File: config.mk
export PLATFORM = sky130hd
export DESIGN_NAME = dsu_ctrl
export DESIGN_NICKNAME = d
export VERILOG_FILES = /design/src/logic/dsu_pkg.sv /design/src/logic/dsu_ctrl.sv
export SDC_FILE = /design/constraint.sdc
export NUM_CORES = 1
export LEC_CHECK = 0
export BUFFER_PORTS_ARGS = -buffer_cell sky130_fd_sc_hd__clkbuf_2
export CORE_ASPECT_RATIO = 0.75
export CORE_MARGIN = 1.5
export CORE_UTILIZATION = 40
export CTS_BUF_LIST = sky130_fd_sc_hd__clkbuf_2 sky130_fd_sc_hd__clkbuf_4 sky130_fd_sc_hd__clkbuf_8
export CTS_CLUSTER_DIAMETER = 120
export CTS_CLUSTER_SIZE = 40
export DETAILED_ROUTE_END_ITERATION = 12
export GPL_TIMING_DRIVEN = 0
export SYNTH_ARGS = -nofsm -noshare
export SYNTH_HDL_FRONTEND = slang
export SYNTH_SLANG_ARGS = --single-unit
File: constraint.sdc
create_clock -name hclk -period 5.7 [get_ports hclk]
set_input_delay 1.14 -clock hclk [delete_from_list [all_inputs] [get_ports hclk]]
set_output_delay 1.14 -clock hclk [all_outputs]
set_load 0.02 [all_outputs]
File: src/logic/dsu_pkg.sv
/*
  dsu_pkg: register map, field positions, reset values and enumerations
  for the debug serial unit control block.
  Assumes: included before logic/dsu_ctrl.sv; nothing else.
*/
package dsu_pkg;

  // register byte offsets within the unit
  localparam logic [11:0] DSU_CMD_OFS   = 12'h000;  // command, write only
  localparam logic [11:0] DSU_MODE_OFS  = 12'h004;  // line mode
  localparam logic [11:0] DSU_IESET_OFS = 12'h008;  // interrupt enable set
  localparam logic [11:0] DSU_IECLR_OFS = 12'h00c;  // interrupt enable clear
  localparam logic [11:0] DSU_IEVW_OFS  = 12'h010;  // interrupt enable view
  localparam logic [11:0] DSU_STAT_OFS  = 12'h014;  // line status
  localparam logic [11:0] DSU_RXCH_OFS  = 12'h018;  // received char
  localparam logic [11:0] DSU_TXCH_OFS  = 12'h01c;  // char to send
  localparam logic [11:0] DSU_DIV_OFS   = 12'h020;  // bit rate divisor
  localparam logic [11:0] DSU_PID_OFS   = 12'h040;  // part identity
  localparam logic [11:0] DSU_PIDX_OFS  = 12'h044;  // identity extension
  localparam logic [11:0] DSU_LOCK_OFS  = 12'h048;  // debug port lock
  localparam logic [11:0] DSU_DMA_FIRST = 12'h100;  // dma channel window
  localparam logic [11:0] DSU_DMA_LAST  = 12'h124;

  // command register bit positions
  localparam int DSU_CMD_RX_RST = 2;
  localparam int DSU_CMD_TX_RST = 3;
  localparam int DSU_CMD_RX_ON  = 4;
  localparam int DSU_CMD_RX_OFF = 5;
  localparam int DSU_CMD_TX_ON  = 6;
  localparam int DSU_CMD_TX_OFF = 7;
  localparam int DSU_CMD_CLR    = 8;

  // mode register fields
  localparam int DSU_PAR_LO = 9;   // check_bit_kind 11:9
  localparam int DSU_CHM_LO = 14;  // channel_test_select 15:14
  localparam logic [31:0] DSU_MODE_MASK = 32'h0000ce00;

  // status bit positions
  localparam int DSU_ST_RX_CHAR_WAITING = 0;
  localparam int DSU_ST_TX_HOLDING_FREE = 1;
  localparam int DSU_ST_ENDRX = 3;
  localparam int DSU_ST_ENDTX = 4;
  localparam int DSU_ST_OVR   = 5;
  localparam int DSU_ST_FRAME = 6;
  localparam int DSU_ST_PAR   = 7;
  localparam int DSU_ST_TXEMP = 9;
  localparam int DSU_ST_TXBE  = 11;
  localparam int DSU_ST_RXBF  = 12;
  localparam int DSU_ST_DOUT  = 30;
  localparam int DSU_ST_DIN   = 31;
  localparam logic [31:0] DSU_ST_IMPL = 32'hc0001afb;

  // identity fields
  localparam int DSU_PID_EXT = 31;  // second_id_valid

  // reset values
  localparam logic [31:0] DSU_MODE_RST = 32'h00000000;
  localparam logic [31:0] DSU_IMR_RST  = 32'h00000000;
  localparam logic [15:0] DSU_DIV_RST  = 16'h0000;
  localparam logic        DSU_LOCK_RST = 1'b0;
  localparam logic [7:0]  DSU_RXCH_RST = 8'h00;

  // bus phase, gray along idle -> data -> idle
  typedef enum logic {
    DSU_ADDR = 1'b0,
    DSU_DATA = 1'b1
  } dsu_bus_t;

  // line test modes
  typedef enum logic [1:0] {
    DSU_NORMAL = 2'b00,
    DSU_ECHO   = 2'b01,
    DSU_LOCAL  = 2'b10,
    DSU_REMOTE = 2'b11
  } dsu_channel_test_select_t;

endpackage
File: src/logic/dsu_ctrl.sv
/*
  dsu_ctrl: control side of a debug serial unit. AHB-Lite register slave,
  command/mode/interrupt-enable registers, status, dma request hooks,
  line test mode routing, identity registers and debug port lock.
  Assumes: a bit engine on hclk (baud divider, sampler, shifter) connected
  on the eng_* ports; a dma block on hclk on the dma_* ports; debug
  channel flags synchronous to hclk; serial_in_pin asynchronous.
*/
// Functional notes
// - dma channel registers mapped from 0x100
// - rx char waiting requests receive dma
// - tx holding free requests transmit dma
// - mode bits 15:14 select line mode
// - echo: input pin drives output pin
// - local loopback: tx feeds rx, out high
// - remote loopback: pins joined, engines ignored but left enabled
// - status 31/30 show debug channel flags
// - extension id reads zero unless flagged
// - first id holds part description fields
// - lock bit holds test reset asserted
// - lock bit resets to zero
// - rx reset aborts and disables receiver
// - tx reset aborts and disables transmitter
// - rx enable unless disable same write
// - rx disable after current character
// - tx enable unless disable same write
// - tx disable after shifter and holding drain
// - clear command clears three error flags
// - mode bits 11:9 select parity kind
// - enable-set register sets mask bits
// - enable-clear register clears mask bits
// - enable view shows mask bits
module dsu_ctrl
  import dsu_pkg::*;
#(
  parameter logic [31:0] PART_ID  = 32'h80000001,  // arbitrary value
  parameter logic [31:0] PART_EXT = 32'h00000000,  // arbitrary value
  parameter int          ADDR_W   = 12
) (
  input  wire logic              hclk,
  input  wire logic              hresetn,
  input  wire logic              hsel,
  input  wire logic [ADDR_W-1:0] haddr,
  input  wire logic [1:0]        htrans,
  input  wire logic              hwrite,
  input  wire logic [2:0]        hsize,
  input  wire logic              hready,
  input  wire logic [31:0]       hwdata,
  output logic      [31:0]       hrdata,
  output logic                   hreadyout,
  output logic                   hresp,
  input  wire logic              serial_in_pin,
  output logic                   serial_out_pin,
  input  wire logic              eng_tx_line,
  output logic                   eng_rx_line,
  output logic                   eng_rx_en,
  output logic                   eng_tx_en,
  output logic                   eng_rx_rst,
  output logic                   eng_tx_rst,
  output logic      [2:0]        eng_parity,
  output logic      [15:0]       eng_divisor,
  input  wire logic              eng_rx_done,
  input  wire logic [7:0]        eng_rx_char,
  input  wire logic              eng_rx_par_err,
  input  wire logic              eng_rx_frm_err,
  input  wire logic              eng_rx_busy,
  input  wire logic              eng_tx_busy,
  output logic                   eng_tx_load,
  output logic      [7:0]        eng_tx_char,
  output logic                   dma_rx_req,
  output logic                   dma_tx_req,
  input  wire logic              dma_end_rx,
  input  wire logic              dma_end_tx,
  input  wire logic              dma_tx_bufe,
  input  wire logic              dma_rx_buff,
  output logic                   dma_wr,
  output logic                   dma_rd,
  output logic      [5:0]        dma_addr,
  output logic      [31:0]       dma_wdata,
  input  wire logic [31:0]       dma_rdata,
  input  wire logic              debug_in_pending,
  input  wire logic              debug_out_pending,
  output logic                   ice_test_reset_hold,
  output logic                   irq
);

  // the decoder compares the low twelve address bits
  if (ADDR_W < 12) begin : g_chk
    $error("dsu_ctrl: ADDR_W must be at least 12");
  end

  // window test used by read and write decode alike
  function automatic logic in_dma(input logic [11:0] a);
    in_dma = (a >= DSU_DMA_FIRST) && (a <= DSU_DMA_LAST);
  endfunction

  // bus slave state
  dsu_bus_t         phase_r;      // address or data phase
  logic [11:0]      adr_r;        // latched address
  logic             wr_r;         // latched direction
  logic [31:0]      hrdata_r;     // read data
  logic             hready_r;     // ready out
  logic             dma_wr_r;     // dma window write strobe
  logic             dma_rd_r;     // dma window read strobe
  logic [5:0]       dma_addr_r;   // dma window offset
  logic [31:0]      dma_wdata_r;  // dma window data
  // software registers
  logic [31:0]      mode_r;       // line mode register
  logic [15:0]      div_r;        // bit rate divisor
  logic [31:0]      imr_r;        // interrupt enable mask
  logic             lock_r;       // debug port lock
  // channel state
  logic             rx_en_r;      // receiver enabled
  logic             tx_en_r;      // transmitter enabled
  logic             rx_off_r;     // rx disable pending
  logic             tx_off_r;     // tx disable pending
  logic             rx_rst_r;     // rx reset pulse
  logic             tx_rst_r;     // tx reset pulse
  logic             rx_char_waiting_r;      // char waiting
  logic             ovr_r;        // overrun flag
  logic             frm_r;        // framing flag
  logic             par_r;        // parity flag
  logic [7:0]       rxch_r;       // received char
  logic             thr_full_r;   // holding reg occupied
  logic [7:0]       thr_r;        // holding reg contents
  logic             load_r;       // holding -> shifter pulse
  logic             txreq_r;      // tx dma request
  logic             irq_r;        // interrupt out
  // pin synchroniser and line routing
  logic             s1_r;         // first stage, read only by s2
  logic             s2_r;
  logic             s3_r;
  logic             rxd_r;        // filtered pin level
  logic             sout_r;       // registered out pin
  logic             erx_r;        // registered engine rx line

  // address phase and decode
  wire              take     = hsel & hready & htrans[1];
  wire              dwr      = (phase_r == DSU_DATA) & wr_r;
  wire              drd      = (phase_r == DSU_DATA) & ~wr_r;
  wire              wr_cmd   = dwr & (adr_r == DSU_CMD_OFS);
  wire              wr_mode  = dwr & (adr_r == DSU_MODE_OFS);
  wire              wr_ieset = dwr & (adr_r == DSU_IESET_OFS);
  wire              wr_ieclr = dwr & (adr_r == DSU_IECLR_OFS);
  wire              wr_thr   = dwr & (adr_r == DSU_TXCH_OFS);
  wire              wr_div   = dwr & (adr_r == DSU_DIV_OFS);
  wire              wr_lock  = dwr & (adr_r == DSU_LOCK_OFS);
  wire              rd_rhr   = drd & (adr_r == DSU_RXCH_OFS);
  wire              tk_dma   = take & in_dma(haddr[11:0]);
  wire [11:0]       tk_ofs   = haddr[11:0] - DSU_DMA_FIRST;

  // command bits, live only during a command write
  wire              c_rxrst = wr_cmd & hwdata[DSU_CMD_RX_RST];
  wire              c_txrst = wr_cmd & hwdata[DSU_CMD_TX_RST];
  wire              c_rxon  = wr_cmd & hwdata[DSU_CMD_RX_ON];
  wire              c_rxoff = wr_cmd & hwdata[DSU_CMD_RX_OFF];
  wire              c_txon  = wr_cmd & hwdata[DSU_CMD_TX_ON];
  wire              c_txoff = wr_cmd & hwdata[DSU_CMD_TX_OFF];
  wire              c_clr   = wr_cmd & hwdata[DSU_CMD_CLR];

  // line mode and engine gating
  wire dsu_channel_test_select_t chm    = dsu_channel_test_select_t'(mode_r[DSU_CHM_LO +: 2]);
  wire              remote = (chm == DSU_REMOTE);
  wire              rx_act = rx_en_r & ~remote;
  wire              tx_act = tx_en_r & ~remote;
  wire              rx_got = eng_rx_done & rx_act;

  // transmit holding path
  wire              tx_holding_free   = tx_act & ~thr_full_r;
  wire              txempty = tx_holding_free & ~eng_tx_busy & ~load_r;
  wire              do_load = thr_full_r & tx_act & ~eng_tx_busy & ~load_r;

  // status word
  wire [31:0]       status;
  assign status[DSU_ST_RX_CHAR_WAITING] = rx_char_waiting_r;
  assign status[DSU_ST_TX_HOLDING_FREE] = tx_holding_free;
  assign status[2]            = 1'b0;
  assign status[DSU_ST_ENDRX] = dma_end_rx;
  assign status[DSU_ST_ENDTX] = dma_end_tx;
  assign status[DSU_ST_OVR]   = ovr_r;
  assign status[DSU_ST_FRAME] = frm_r;
  assign status[DSU_ST_PAR]   = par_r;
  assign status[8]            = 1'b0;
  assign status[DSU_ST_TXEMP] = txempty;
  assign status[10]           = 1'b0;
  assign status[DSU_ST_TXBE]  = dma_tx_bufe;
  assign status[DSU_ST_RXBF]  = dma_rx_buff;
  assign status[29:13]        = 17'h00000;
  assign status[DSU_ST_DOUT]  = debug_out_pending;
  assign status[DSU_ST_DIN]   = debug_in_pending;

  // identity, extension hidden unless flagged
  wire [31:0] pid  = PART_ID;
  wire [31:0] pidx = pid[DSU_PID_EXT] ? PART_EXT : 32'h00000000;

  // read mux, unmapped offsets read zero
  wire [31:0] rmux =
    (adr_r == DSU_MODE_OFS) ? (mode_r & DSU_MODE_MASK) :
    (adr_r == DSU_IEVW_OFS) ? imr_r :
    (adr_r == DSU_STAT_OFS) ? status :
    (adr_r == DSU_RXCH_OFS) ? {24'h000000, rxch_r} :
    (adr_r == DSU_DIV_OFS)  ? {16'h0000, div_r} :
    (adr_r == DSU_PID_OFS)  ? pid :
    (adr_r == DSU_PIDX_OFS) ? pidx :
    (adr_r == DSU_LOCK_OFS) ? {31'h00000000, lock_r} :
    in_dma(adr_r)           ? dma_rdata :
    32'h00000000;

  // bus phase sequencing; one wait state lets reads come from a flop
  always_ff @(posedge hclk or negedge hresetn) begin
    if (!hresetn) begin
      phase_r  <= DSU_ADDR;
      adr_r    <= 12'h000;
      wr_r     <= 1'b0;
      hready_r <= 1'b1;
      hrdata_r <= 32'h00000000;
    end else if (phase_r == DSU_ADDR) begin
      if (take) begin
        phase_r  <= DSU_DATA;
        adr_r    <= {haddr[11:2], 2'b00};
        wr_r     <= hwrite;
        hready_r <= 1'b0;
      end
    end else begin
      // data phase: finish and release
      phase_r  <= DSU_ADDR;
      hready_r <= 1'b1;
      hrdata_r <= wr_r ? 32'h00000000 : rmux;
    end
  end

  // dma window pass-through strobes, read with the address phase, write with the data phase
  always_ff @(posedge hclk or negedge hresetn) begin
    if (!hresetn) begin
      dma_wr_r    <= 1'b0;
      dma_rd_r    <= 1'b0;
      dma_addr_r  <= 6'h00;
      dma_wdata_r <= 32'h00000000;
    end else begin
      dma_rd_r <= tk_dma & ~hwrite & (phase_r == DSU_ADDR);
      dma_wr_r <= dwr & in_dma(adr_r);
      if (tk_dma && phase_r == DSU_ADDR) begin
        dma_addr_r <= tk_ofs[7:2];
      end
      if (dwr) begin
        dma_wdata_r <= hwdata;
      end
    end
  end

  // software configuration registers
  always_ff @(posedge hclk or negedge hresetn) begin
    if (!hresetn) begin
      mode_r <= DSU_MODE_RST;
      div_r  <= DSU_DIV_RST;
      lock_r <= DSU_LOCK_RST;
    end else begin
      if (wr_mode) begin
        mode_r <= hwdata & DSU_MODE_MASK;
      end
      if (wr_div) begin
        div_r <= hwdata[15:0];
      end
      if (wr_lock) begin
        lock_r <= hwdata[0];
      end
    end
  end

  // interrupt mask: set-register ones enable, clear-register ones disable
  always_ff @(posedge hclk or negedge hresetn) begin
    if (!hresetn) begin
      imr_r <= DSU_IMR_RST;
    end else if (wr_ieset) begin
      imr_r <= imr_r | (hwdata & DSU_ST_IMPL);
    end else if (wr_ieclr) begin
      imr_r <= imr_r & ~hwdata;
    end
  end

  // receiver enable; reset beats disable beats enable
  always_ff @(posedge hclk or negedge hresetn) begin
    if (!hresetn) begin
      rx_en_r  <= 1'b0;
      rx_off_r <= 1'b0;
      rx_rst_r <= 1'b0;
    end else begin
      rx_rst_r <= c_rxrst;
      if (c_rxrst) begin
        rx_en_r  <= 1'b0;
        rx_off_r <= 1'b0;
      end else if (c_rxoff) begin
        // a char in flight is finished first
        rx_off_r <= eng_rx_busy & rx_en_r;
        rx_en_r  <= eng_rx_busy & rx_en_r;
      end else if (c_rxon) begin
        rx_en_r  <= 1'b1;
        rx_off_r <= 1'b0;
      end else if (rx_off_r && !eng_rx_busy) begin
        rx_en_r  <= 1'b0;
        rx_off_r <= 1'b0;
      end
    end
  end

  // transmitter enable; disable waits for holding and shifter to drain
  always_ff @(posedge hclk or negedge hresetn) begin
    if (!hresetn) begin
      tx_en_r  <= 1'b0;
      tx_off_r <= 1'b0;
      tx_rst_r <= 1'b0;
    end else begin
      tx_rst_r <= c_txrst;
      if (c_txrst) begin
        tx_en_r  <= 1'b0;
        tx_off_r <= 1'b0;
      end else if (c_txoff) begin
        tx_off_r <= tx_en_r;
      end else if (c_txon) begin
        tx_en_r  <= 1'b1;
        tx_off_r <= 1'b0;
      end else if (tx_off_r && txempty) begin
        tx_en_r  <= 1'b0;
        tx_off_r <= 1'b0;
      end
    end
  end

  // receive flags; a new event wins over a clear in the same cycle
  always_ff @(posedge hclk or negedge hresetn) begin
    if (!hresetn) begin
      rx_char_waiting_r <= 1'b0;
      ovr_r   <= 1'b0;
      frm_r   <= 1'b0;
      par_r   <= 1'b0;
      rxch_r  <= DSU_RXCH_RST;
    end else begin
      if (rx_got) begin
        rx_char_waiting_r <= 1'b1;
        rxch_r  <= eng_rx_char;
      end else if (rd_rhr || c_rxrst) begin
        rx_char_waiting_r <= 1'b0;
      end
      // clear command drops errors unless a new one arrives now
      ovr_r <= (rx_got & rx_char_waiting_r) | (ovr_r & ~c_clr);
      frm_r <= (rx_got & eng_rx_frm_err) | (frm_r & ~c_clr);
      par_r <= (rx_got & eng_rx_par_err) | (par_r & ~c_clr);
    end
  end

  // transmit holding register and shifter hand-off
  always_ff @(posedge hclk or negedge hresetn) begin
    if (!hresetn) begin
      thr_full_r <= 1'b0;
      thr_r      <= 8'h00;
      load_r     <= 1'b0;
      txreq_r    <= 1'b0;
    end else begin
      load_r <= do_load & ~c_txrst;
      // drops with the write that fills holding
      txreq_r <= tx_holding_free & ~wr_thr & ~c_txrst;
      if (c_txrst) begin
        thr_full_r <= 1'b0;
      end else if (wr_thr && tx_act) begin
        // writes while full overwrite the waiting char
        thr_full_r <= 1'b1;
        thr_r      <= hwdata[7:0];
      end else if (do_load) begin
        thr_full_r <= 1'b0;
      end
    end
  end

  // interrupt line
  always_ff @(posedge hclk or negedge hresetn) begin
    if (!hresetn) begin
      irq_r <= 1'b0;
    end else begin
      irq_r <= |(status & imr_r);
    end
  end

  // pin synchroniser: a change counts once stages two and three agree
  always_ff @(posedge hclk or negedge hresetn) begin
    if (!hresetn) begin
      s1_r  <= 1'b1;
      s2_r  <= 1'b1;
      s3_r  <= 1'b1;
      rxd_r <= 1'b1;
    end else begin
      s1_r <= serial_in_pin;
      s2_r <= s1_r;
      s3_r <= s2_r;
      if (s2_r == s3_r) begin
        rxd_r <= s3_r;
      end
    end
  end

  // line routing per test mode; out pin idles high from reset
  always_ff @(posedge hclk or negedge hresetn) begin
    if (!hresetn) begin
      sout_r <= 1'b1;
      erx_r  <= 1'b1;
    end else begin
      case (chm)
        DSU_ECHO: begin
          sout_r <= rxd_r;
          erx_r  <= rxd_r;
        end
        DSU_LOCAL: begin
          sout_r <= 1'b1;
          erx_r  <= eng_tx_line;
        end
        DSU_REMOTE: begin
          sout_r <= rxd_r;
          erx_r  <= 1'b1;
        end
        default: begin
          sout_r <= eng_tx_line;
          erx_r  <= rxd_r;
        end
      endcase
    end
  end

  // outputs, each straight from a flop except hresp, tied low
  assign hrdata              = hrdata_r;
  assign hreadyout           = hready_r;
  assign hresp               = 1'b0;
  assign serial_out_pin      = sout_r;
  assign eng_rx_line         = erx_r;
  assign eng_rx_en           = rx_en_r;
  assign eng_tx_en           = tx_en_r;
  assign eng_rx_rst          = rx_rst_r;
  assign eng_tx_rst          = tx_rst_r;
  assign eng_parity          = mode_r[DSU_PAR_LO +: 3];
  assign eng_divisor         = div_r;
  assign eng_tx_load         = load_r;
  assign eng_tx_char         = thr_r;
  assign dma_rx_req          = rx_char_waiting_r;
  assign dma_tx_req          = txreq_r;
  assign dma_wr              = dma_wr_r;
  assign dma_rd              = dma_rd_r;
  assign dma_addr            = dma_addr_r;
  assign dma_wdata           = dma_wdata_r;
  assign ice_test_reset_hold = lock_r;
  assign irq                 = irq_r;

endmodule // dsu_ctrl

# Word level (Yosys, flattened, before mapping)

Cells that the tools add are included.

Word-level logic and storage cells: 173
Register bits after elaboration: 175
Output and inout port bits: 112

Muxes and demuxes: 37
Bitwise operators: 59
$add $sub $neg: 1
Reduce and logical (&&, ||, !) cells: 21
Order comparisons: 4
Equality and inequality tests: 16

Operators with widths:

| kind                  | number |
|---|---|
| $mux W32              | 12 |
| $and A32 B32 Y32      | 2 |
| $and A1 B1 Y1         | 42 |
| $eq A10 B3 Y1 const B | 4 |
| $not A32 Y32          | 1 |
| $or A32 B32 Y32       | 1 |
| $reduce_or A32 Y1     | 1 |
| $eq A10 B5 Y1 const B | 3 |
| $ge A12 B9 Y1 const B | 2 |
| $le A12 B9 Y1 const B | 2 |
| $mux W1               | 23 |
| $eq A10 B2 Y1 const B | 2 |
| $logic_not A12 Y1     | 1 |
| $eq A10 B1 Y1 const B | 1 |
| $eq A10 B4 Y1 const B | 1 |
| $not A1 Y1            | 10 |
| $reduce_bool A4 Y1    | 2 |
| $sub A8 B1 Y8 const B | 1 |
| $logic_and A1 B1 Y1   | 6 |
| $reduce_and A2 Y1     | 3 |
| $reduce_bool A2 Y1    | 3 |
| $reduce_bool A3 Y1    | 2 |
| $eq A2 B2 Y1 const B  | 2 |
| $pmux W1 S2           | 2 |
| 7 further kinds       | 9 |

# Logic depth before layout (Yosys ltp)

Word-level depth: 12
Gate-level depth with buffers: 8

# Worst setup path after synthesis

No wires, ideal clock.

Path kind: in2reg
Start: in htrans[1]
End: reg dma_addr_r[0] (netlist: dma_addr[0])
Cell stages on the path: 5
Data arrival time: 2449 ps
Path slack: 3126 ps
Setup time: 125 ps
Cell sequence: nand4b_1 inv_1 nand4b_1 a21oi_1 mux2_2

Longest elaborated chain between the ends: 3

Ends and longest elaborated chain:

| item                 | RTL line        | text |
|---|---|---|
| from (decl)          | dsu_ctrl.sv:44  | `input wire logic [1:0] htrans,` |
| $and A1 B1 Y1        | dsu_ctrl.sv:138 | `wire take = hsel & hready & htrans[1];` |
| $and A1 B1 Y1        | dsu_ctrl.sv:149 | `wire tk_dma = take & in_dma(haddr[11:0]);` |
| $logic_and A1 B1 Y1  | dsu_ctrl.sv:242 | `if (tk_dma && phase_r == DSU_ADDR) begin` |
| to (signal assigned) | dsu_ctrl.sv:243 | `dma_addr_r <= tk_ofs[7:2];` |
| to (decl)            | dsu_ctrl.sv:105 | `logic [5:0] dma_addr_r;` |

Every way passes these cells.
A chain may end at the register's enable or synchronous reset.

# Worst setup path after layout

Start: reg adr_r[8]
End: reg imr_r[10]

Longest elaborated chain between the ends: 3

Ends and longest elaborated chain:

| item                                           | RTL line                         | text |
|---|---|---|
| from (decl)                                    | dsu_ctrl.sv:99                   | `logic [11:0] adr_r;` |
| from (signal assigned)                         | dsu_ctrl.sv:220                  | `adr_r <= {haddr[11:2], 2'b00};` |
| $eq A10 B2 Y1 (on tied branches)               | dsu_ctrl.sv:143, dsu_ctrl.sv:144 |  |
| $and A1 B1 Y1 (on tied branches)               | dsu_ctrl.sv:143, dsu_ctrl.sv:144 |  |
| $mux W32 or $reduce_bool A2 Y1 (tied branches) | -                                |  |
| to (signal assigned)                           | dsu_ctrl.sv:275                  | `imr_r <= imr_r \| (hwdata & DSU_ST_IMPL);` |
| to (signal assigned)                           | dsu_ctrl.sv:277                  | `imr_r <= imr_r & ~hwdata;` |
| to (decl)                                      | dsu_ctrl.sv:110                  | `logic [31:0] imr_r;` |

Parallel ways exist; a longest one is shown, timed or not.

==> run_results.csv <==
group,metric,value,unit
layout,multi_input_area,0.003050,mm^2
yosys,synth.distinct_cells,67,
worst_hold_path,hp-class,"flop to flop",
clock_tree,cts_buffer_depth,2,
floorplan,fp.dieW,162.6,um
layout,nFillCells,1778,
timing,relSlewSlack,39.21,%
drt,antenna_left,0,
power_and_ir_drop,leakagePower,4.527,nW
yosys,ys_seq_area_share,57.39,%
layout,final_net_count,972,
yosys,synth_edf_count,0,
yosys,ys_warn_count,0,
yosys,synthArstFlopShare,100.0,%
drt,wirelength,23240,um
yosys,synth.net_count,740,
drt,wl_per_cell,20.66,um
placement,place_hpwl,17310,um
timing,worst_hold_slack,360.7,ps
timing,fmax,379.2,MHz
grt,busiest_layer,"met2",
yosys,synth_top_area_cell,"dfrtp_1",
yosys,syn_area,0.007646,mm^2
grt,gr-usage-met1,34.33,%
clock_tree,clock-sinks,175,
yosys,syn-mean-instance-area,12.08,um^2
placement,place.gp.congestion,0.9616,
critical_path,cp-end-kind,"flop",
critical_path,critPathMaxFanout,10,
grt,grt_pass1_vias,6069,
layout,syn_to_final_growth,23.65,%
drt,drc,0,
clock_tree,path_clk_slew,90,ps
clock_tree,cts_hold_buffers,0,
drt,drt-initial-drc-count,648,
timing,finalSetupTns,0,ps
layout,regArea,0.004388,mm^2
clock_tree,tritoncts,"built",
critical_path,setup.worst_path.start_class,"flop",
critical_path,cp.required,6030,ps
power_and_ir_drop,powerDensity,329.5,mW/mm^2
placement,io_buffers,212,
grt,met2_usage,35.12,%
status,status,"finished clean",
clock_tree,cts_inserted_buffers,17,
grt,grt_pass1_wl,35210,um
drt,routed_via_density,5.466,
power_and_ir_drop,ir_worst_vdd,0.0001713,V
clock_tree,cts_setup_buffers,0,
grt,grt.overflow.total,0,
yosys,yosysTopAreaCellShare,54.98,%
floorplan,row_count,43,
layout,drive_above_1_share,41.34,%
yosys,synthCells,633,
drt,vias,6149,
floorplan,fp.dieH,122.7,um
run,drv_cap,0,
timing,worst_pin_slew,906.9,ps
floorplan,fp.dieArea,0.01996,mm^2
critical_path,crit_arrival,2960,ps
timing,fin_crit_sh,46.26,%
clock_tree,clkLatencyLatePin,470,ps
timing,finalHoldViolCount,0,
timing,rsz0062_at_grt,"no",
layout,n_antenna_cell,0,
timing,clock_skew,8.874,ps
timing,fin_crit,2637,ps
grt,grt.total_usage,23.93,%
yosys,yosys_register_bits,175,
timing,drv_slew,0,
timing,setup_violations,0,
yosys,synth_ff_type,"dfrtp_1",
clock_tree,cts_root_buf,"clkbuf_8",
clock_tree,cts.htree.levels,4,
grt,met3_usage,6.860,%
critical_path,crit_type,"flop to flop",
floorplan,core,0.01862,mm^2
drt,firstDrtPassIters,7,
yosys,synthTopCellsByArea,"dfrtp_1 (55%), mux2_2 (11%), nand2_1 (2.9%)",
grt,grt_max_degree,112,
floorplan,io_pins,219,
grt,antenna_found_initial,1,
floorplan,start_util,41.07,%
clock_tree,ctsResizeCount,0,
==> through the flow <==
stage                     worst slack (ps)  cells  util (%)  power (mW)  area, um^2
after floorplan                       3126    633         -       1.946        7646
after global placement               175.0   1092     48.43       2.245        9016
after detailed placement              2672   1093     48.63       2.255        9052
after CTS                             3062   1125     50.79       3.144        9454
after global routing                  2859   1125     50.79       3.265        9454
final                                 3063   1125     50.79       3.115        9454
==> placed cells by master (no fill, tap or decap), types with 3 or more instances in the layout <==
master	netlist	routed
a31o_2	4	4
o2bb2ai_1	23	23
a32oi_1	4	4
mux2_2	75	75
nand2b_1	6	6
clkinvlp_4	0	3
dfrtp_1	168	168
clkinv_2	0	4
clkbuf_2	0	211
a221oi_1	3	3
clkbuf_1	26	26
a31oi_1	10	10
buf_2	7	7
a21oi_1	22	22
nor2b_1	8	8
a21o_1	6	6
and2_1	5	5
a22oi_1	21	21
buf_4	4	4
mux2_4	9	9
clkbuf_8	0	21
a22o_1	11	11
nor2_1	27	27
nand2_1	60	60
nor3_1	7	7
inv_1	8	8
a21boi_0	21	21
a222oi_1	3	3
and3_1	4	4
dfstp_2	7	7
o21ai_0	32	32
nor3b_1	5	5
a221o_1	4	4
==> Yosys cell counts (2+ instances only) <==
| cell type | number |
|---|---|
| dfrtp_1 | 168 |
| mux2_2 | 75 |
| nand2_1 | 60 |
| o21ai_0 | 32 |
| nor2_1 | 27 |
| clkbuf_1 | 26 |
| o2bb2ai_1 | 23 |
| a21oi_1 | 22 |
| a21boi_0 | 21 |
| a22oi_1 | 21 |
| a22o_1 | 11 |
| a31oi_1 | 10 |
| mux2_4 | 9 |
| inv_1 | 8 |
| nor2b_1 | 8 |
| buf_2 | 7 |
| dfstp_2 | 7 |
| nor3_1 | 7 |
| a21o_1 | 6 |
| nand2b_1 | 6 |
| and2_1 | 5 |
| nor3b_1 | 5 |
| a221o_1 | 4 |
| a31o_2 | 4 |
| a32oi_1 | 4 |
| and3_1 | 4 |
| buf_4 | 4 |
| a221oi_1 | 3 |
| a222oi_1 | 3 |
| a32o_1 | 2 |
| nand4b_1 | 2 |
| nor4_1 | 2 |
| o211ai_1 | 2 |
| or4b_1 | 2 |
==> cell families (layout without fill, tap and decap cells) <==
logic type | after synthesis | count (layout) | synth area share, %
muxes | 85 | 85 | 12.94
DFF | 175 | 175 | 57.39
buffers and inverters | 47 | 292 | 2.716
other | 1 | 1 | 0.04904
and+or+nand+nor | 144 | 144 | 9.786
AOI/OAI and AO/OA | 180 | 180 | 16.99
adders and majority gates | 1 | 1 | 0.1309
==> cell type report <==
class | instances | share of cell area [%]
inverter | 8 | 0.3176
tap | 247 | 3.269
multi-input combinational | 411 | 32.27
buffer | 39 | 1.879
clock inverter | 10 | 1.178
sequential | 175 | 46.41
clock buffer | 22 | 3.070
timing repair buffer | 213 | 11.61
==> critical path, cell delays in order (launching register included) <==
cell,delay (ps)
dfrtp_1,450
or2_2,310
buf_1,200
nor3_4,400
nand2_1,100
nor3_1,350
clkbuf_1,500
a21boi_0,180
==> flip-flops by register name, summed over array words and instances, names as in the netlist, 6 cells and up, named ones only <==
register     count
hrdata          32
rxch_r           8
imr_r           20
eng_divisor     16
dma_wdata       32
dma_addr         6
adr_r           10
eng_tx_char      8
==> power breakdown <==
group / internal (mW) / total (mW) / switching, mW / leakage, nW
Sequential: 1.40 / 1.49 / 0.0945 / 2.23
Clock: 0.431 / 0.881 / 0.450 / 0.201
Combinational: 0.282 / 0.743 / 0.461 / 2.09
Total: 2.11 / 3.12 / 1.01 / 4.53
==> path summary, 6_finish.rpt <==
kind / from / endpoint / slack, ps / cells past startpoint
setup / recovery: adr_r[8] / imr_r[10] / 3060 / 7
hold / removal: s1_r / s2_r / 360 / 0
setup reg to reg: adr_r[8] / imr_r[10] / 3060 / 7
hold reg to reg: s1_r / s2_r / 360 / 0
max in group asynchronous: hresetn / dma_wdata[12] / 4070 / 2
min in group asynchronous: hresetn / dma_wdata[2] / 650 / 1
==> per-layer routing <==
| metal | routed length, um | vias to the layer above |
|---|---|---|
| met5 | 10 | - |
| met4 | 331 | 2 |
| met3 | 1978 | 23 |
| met2 | 9969 | 251 |
| met1 | 10950 | 3087 |
| li1 | - | 2786 |
Note: power is estimated with default switching activity, not from simulation.
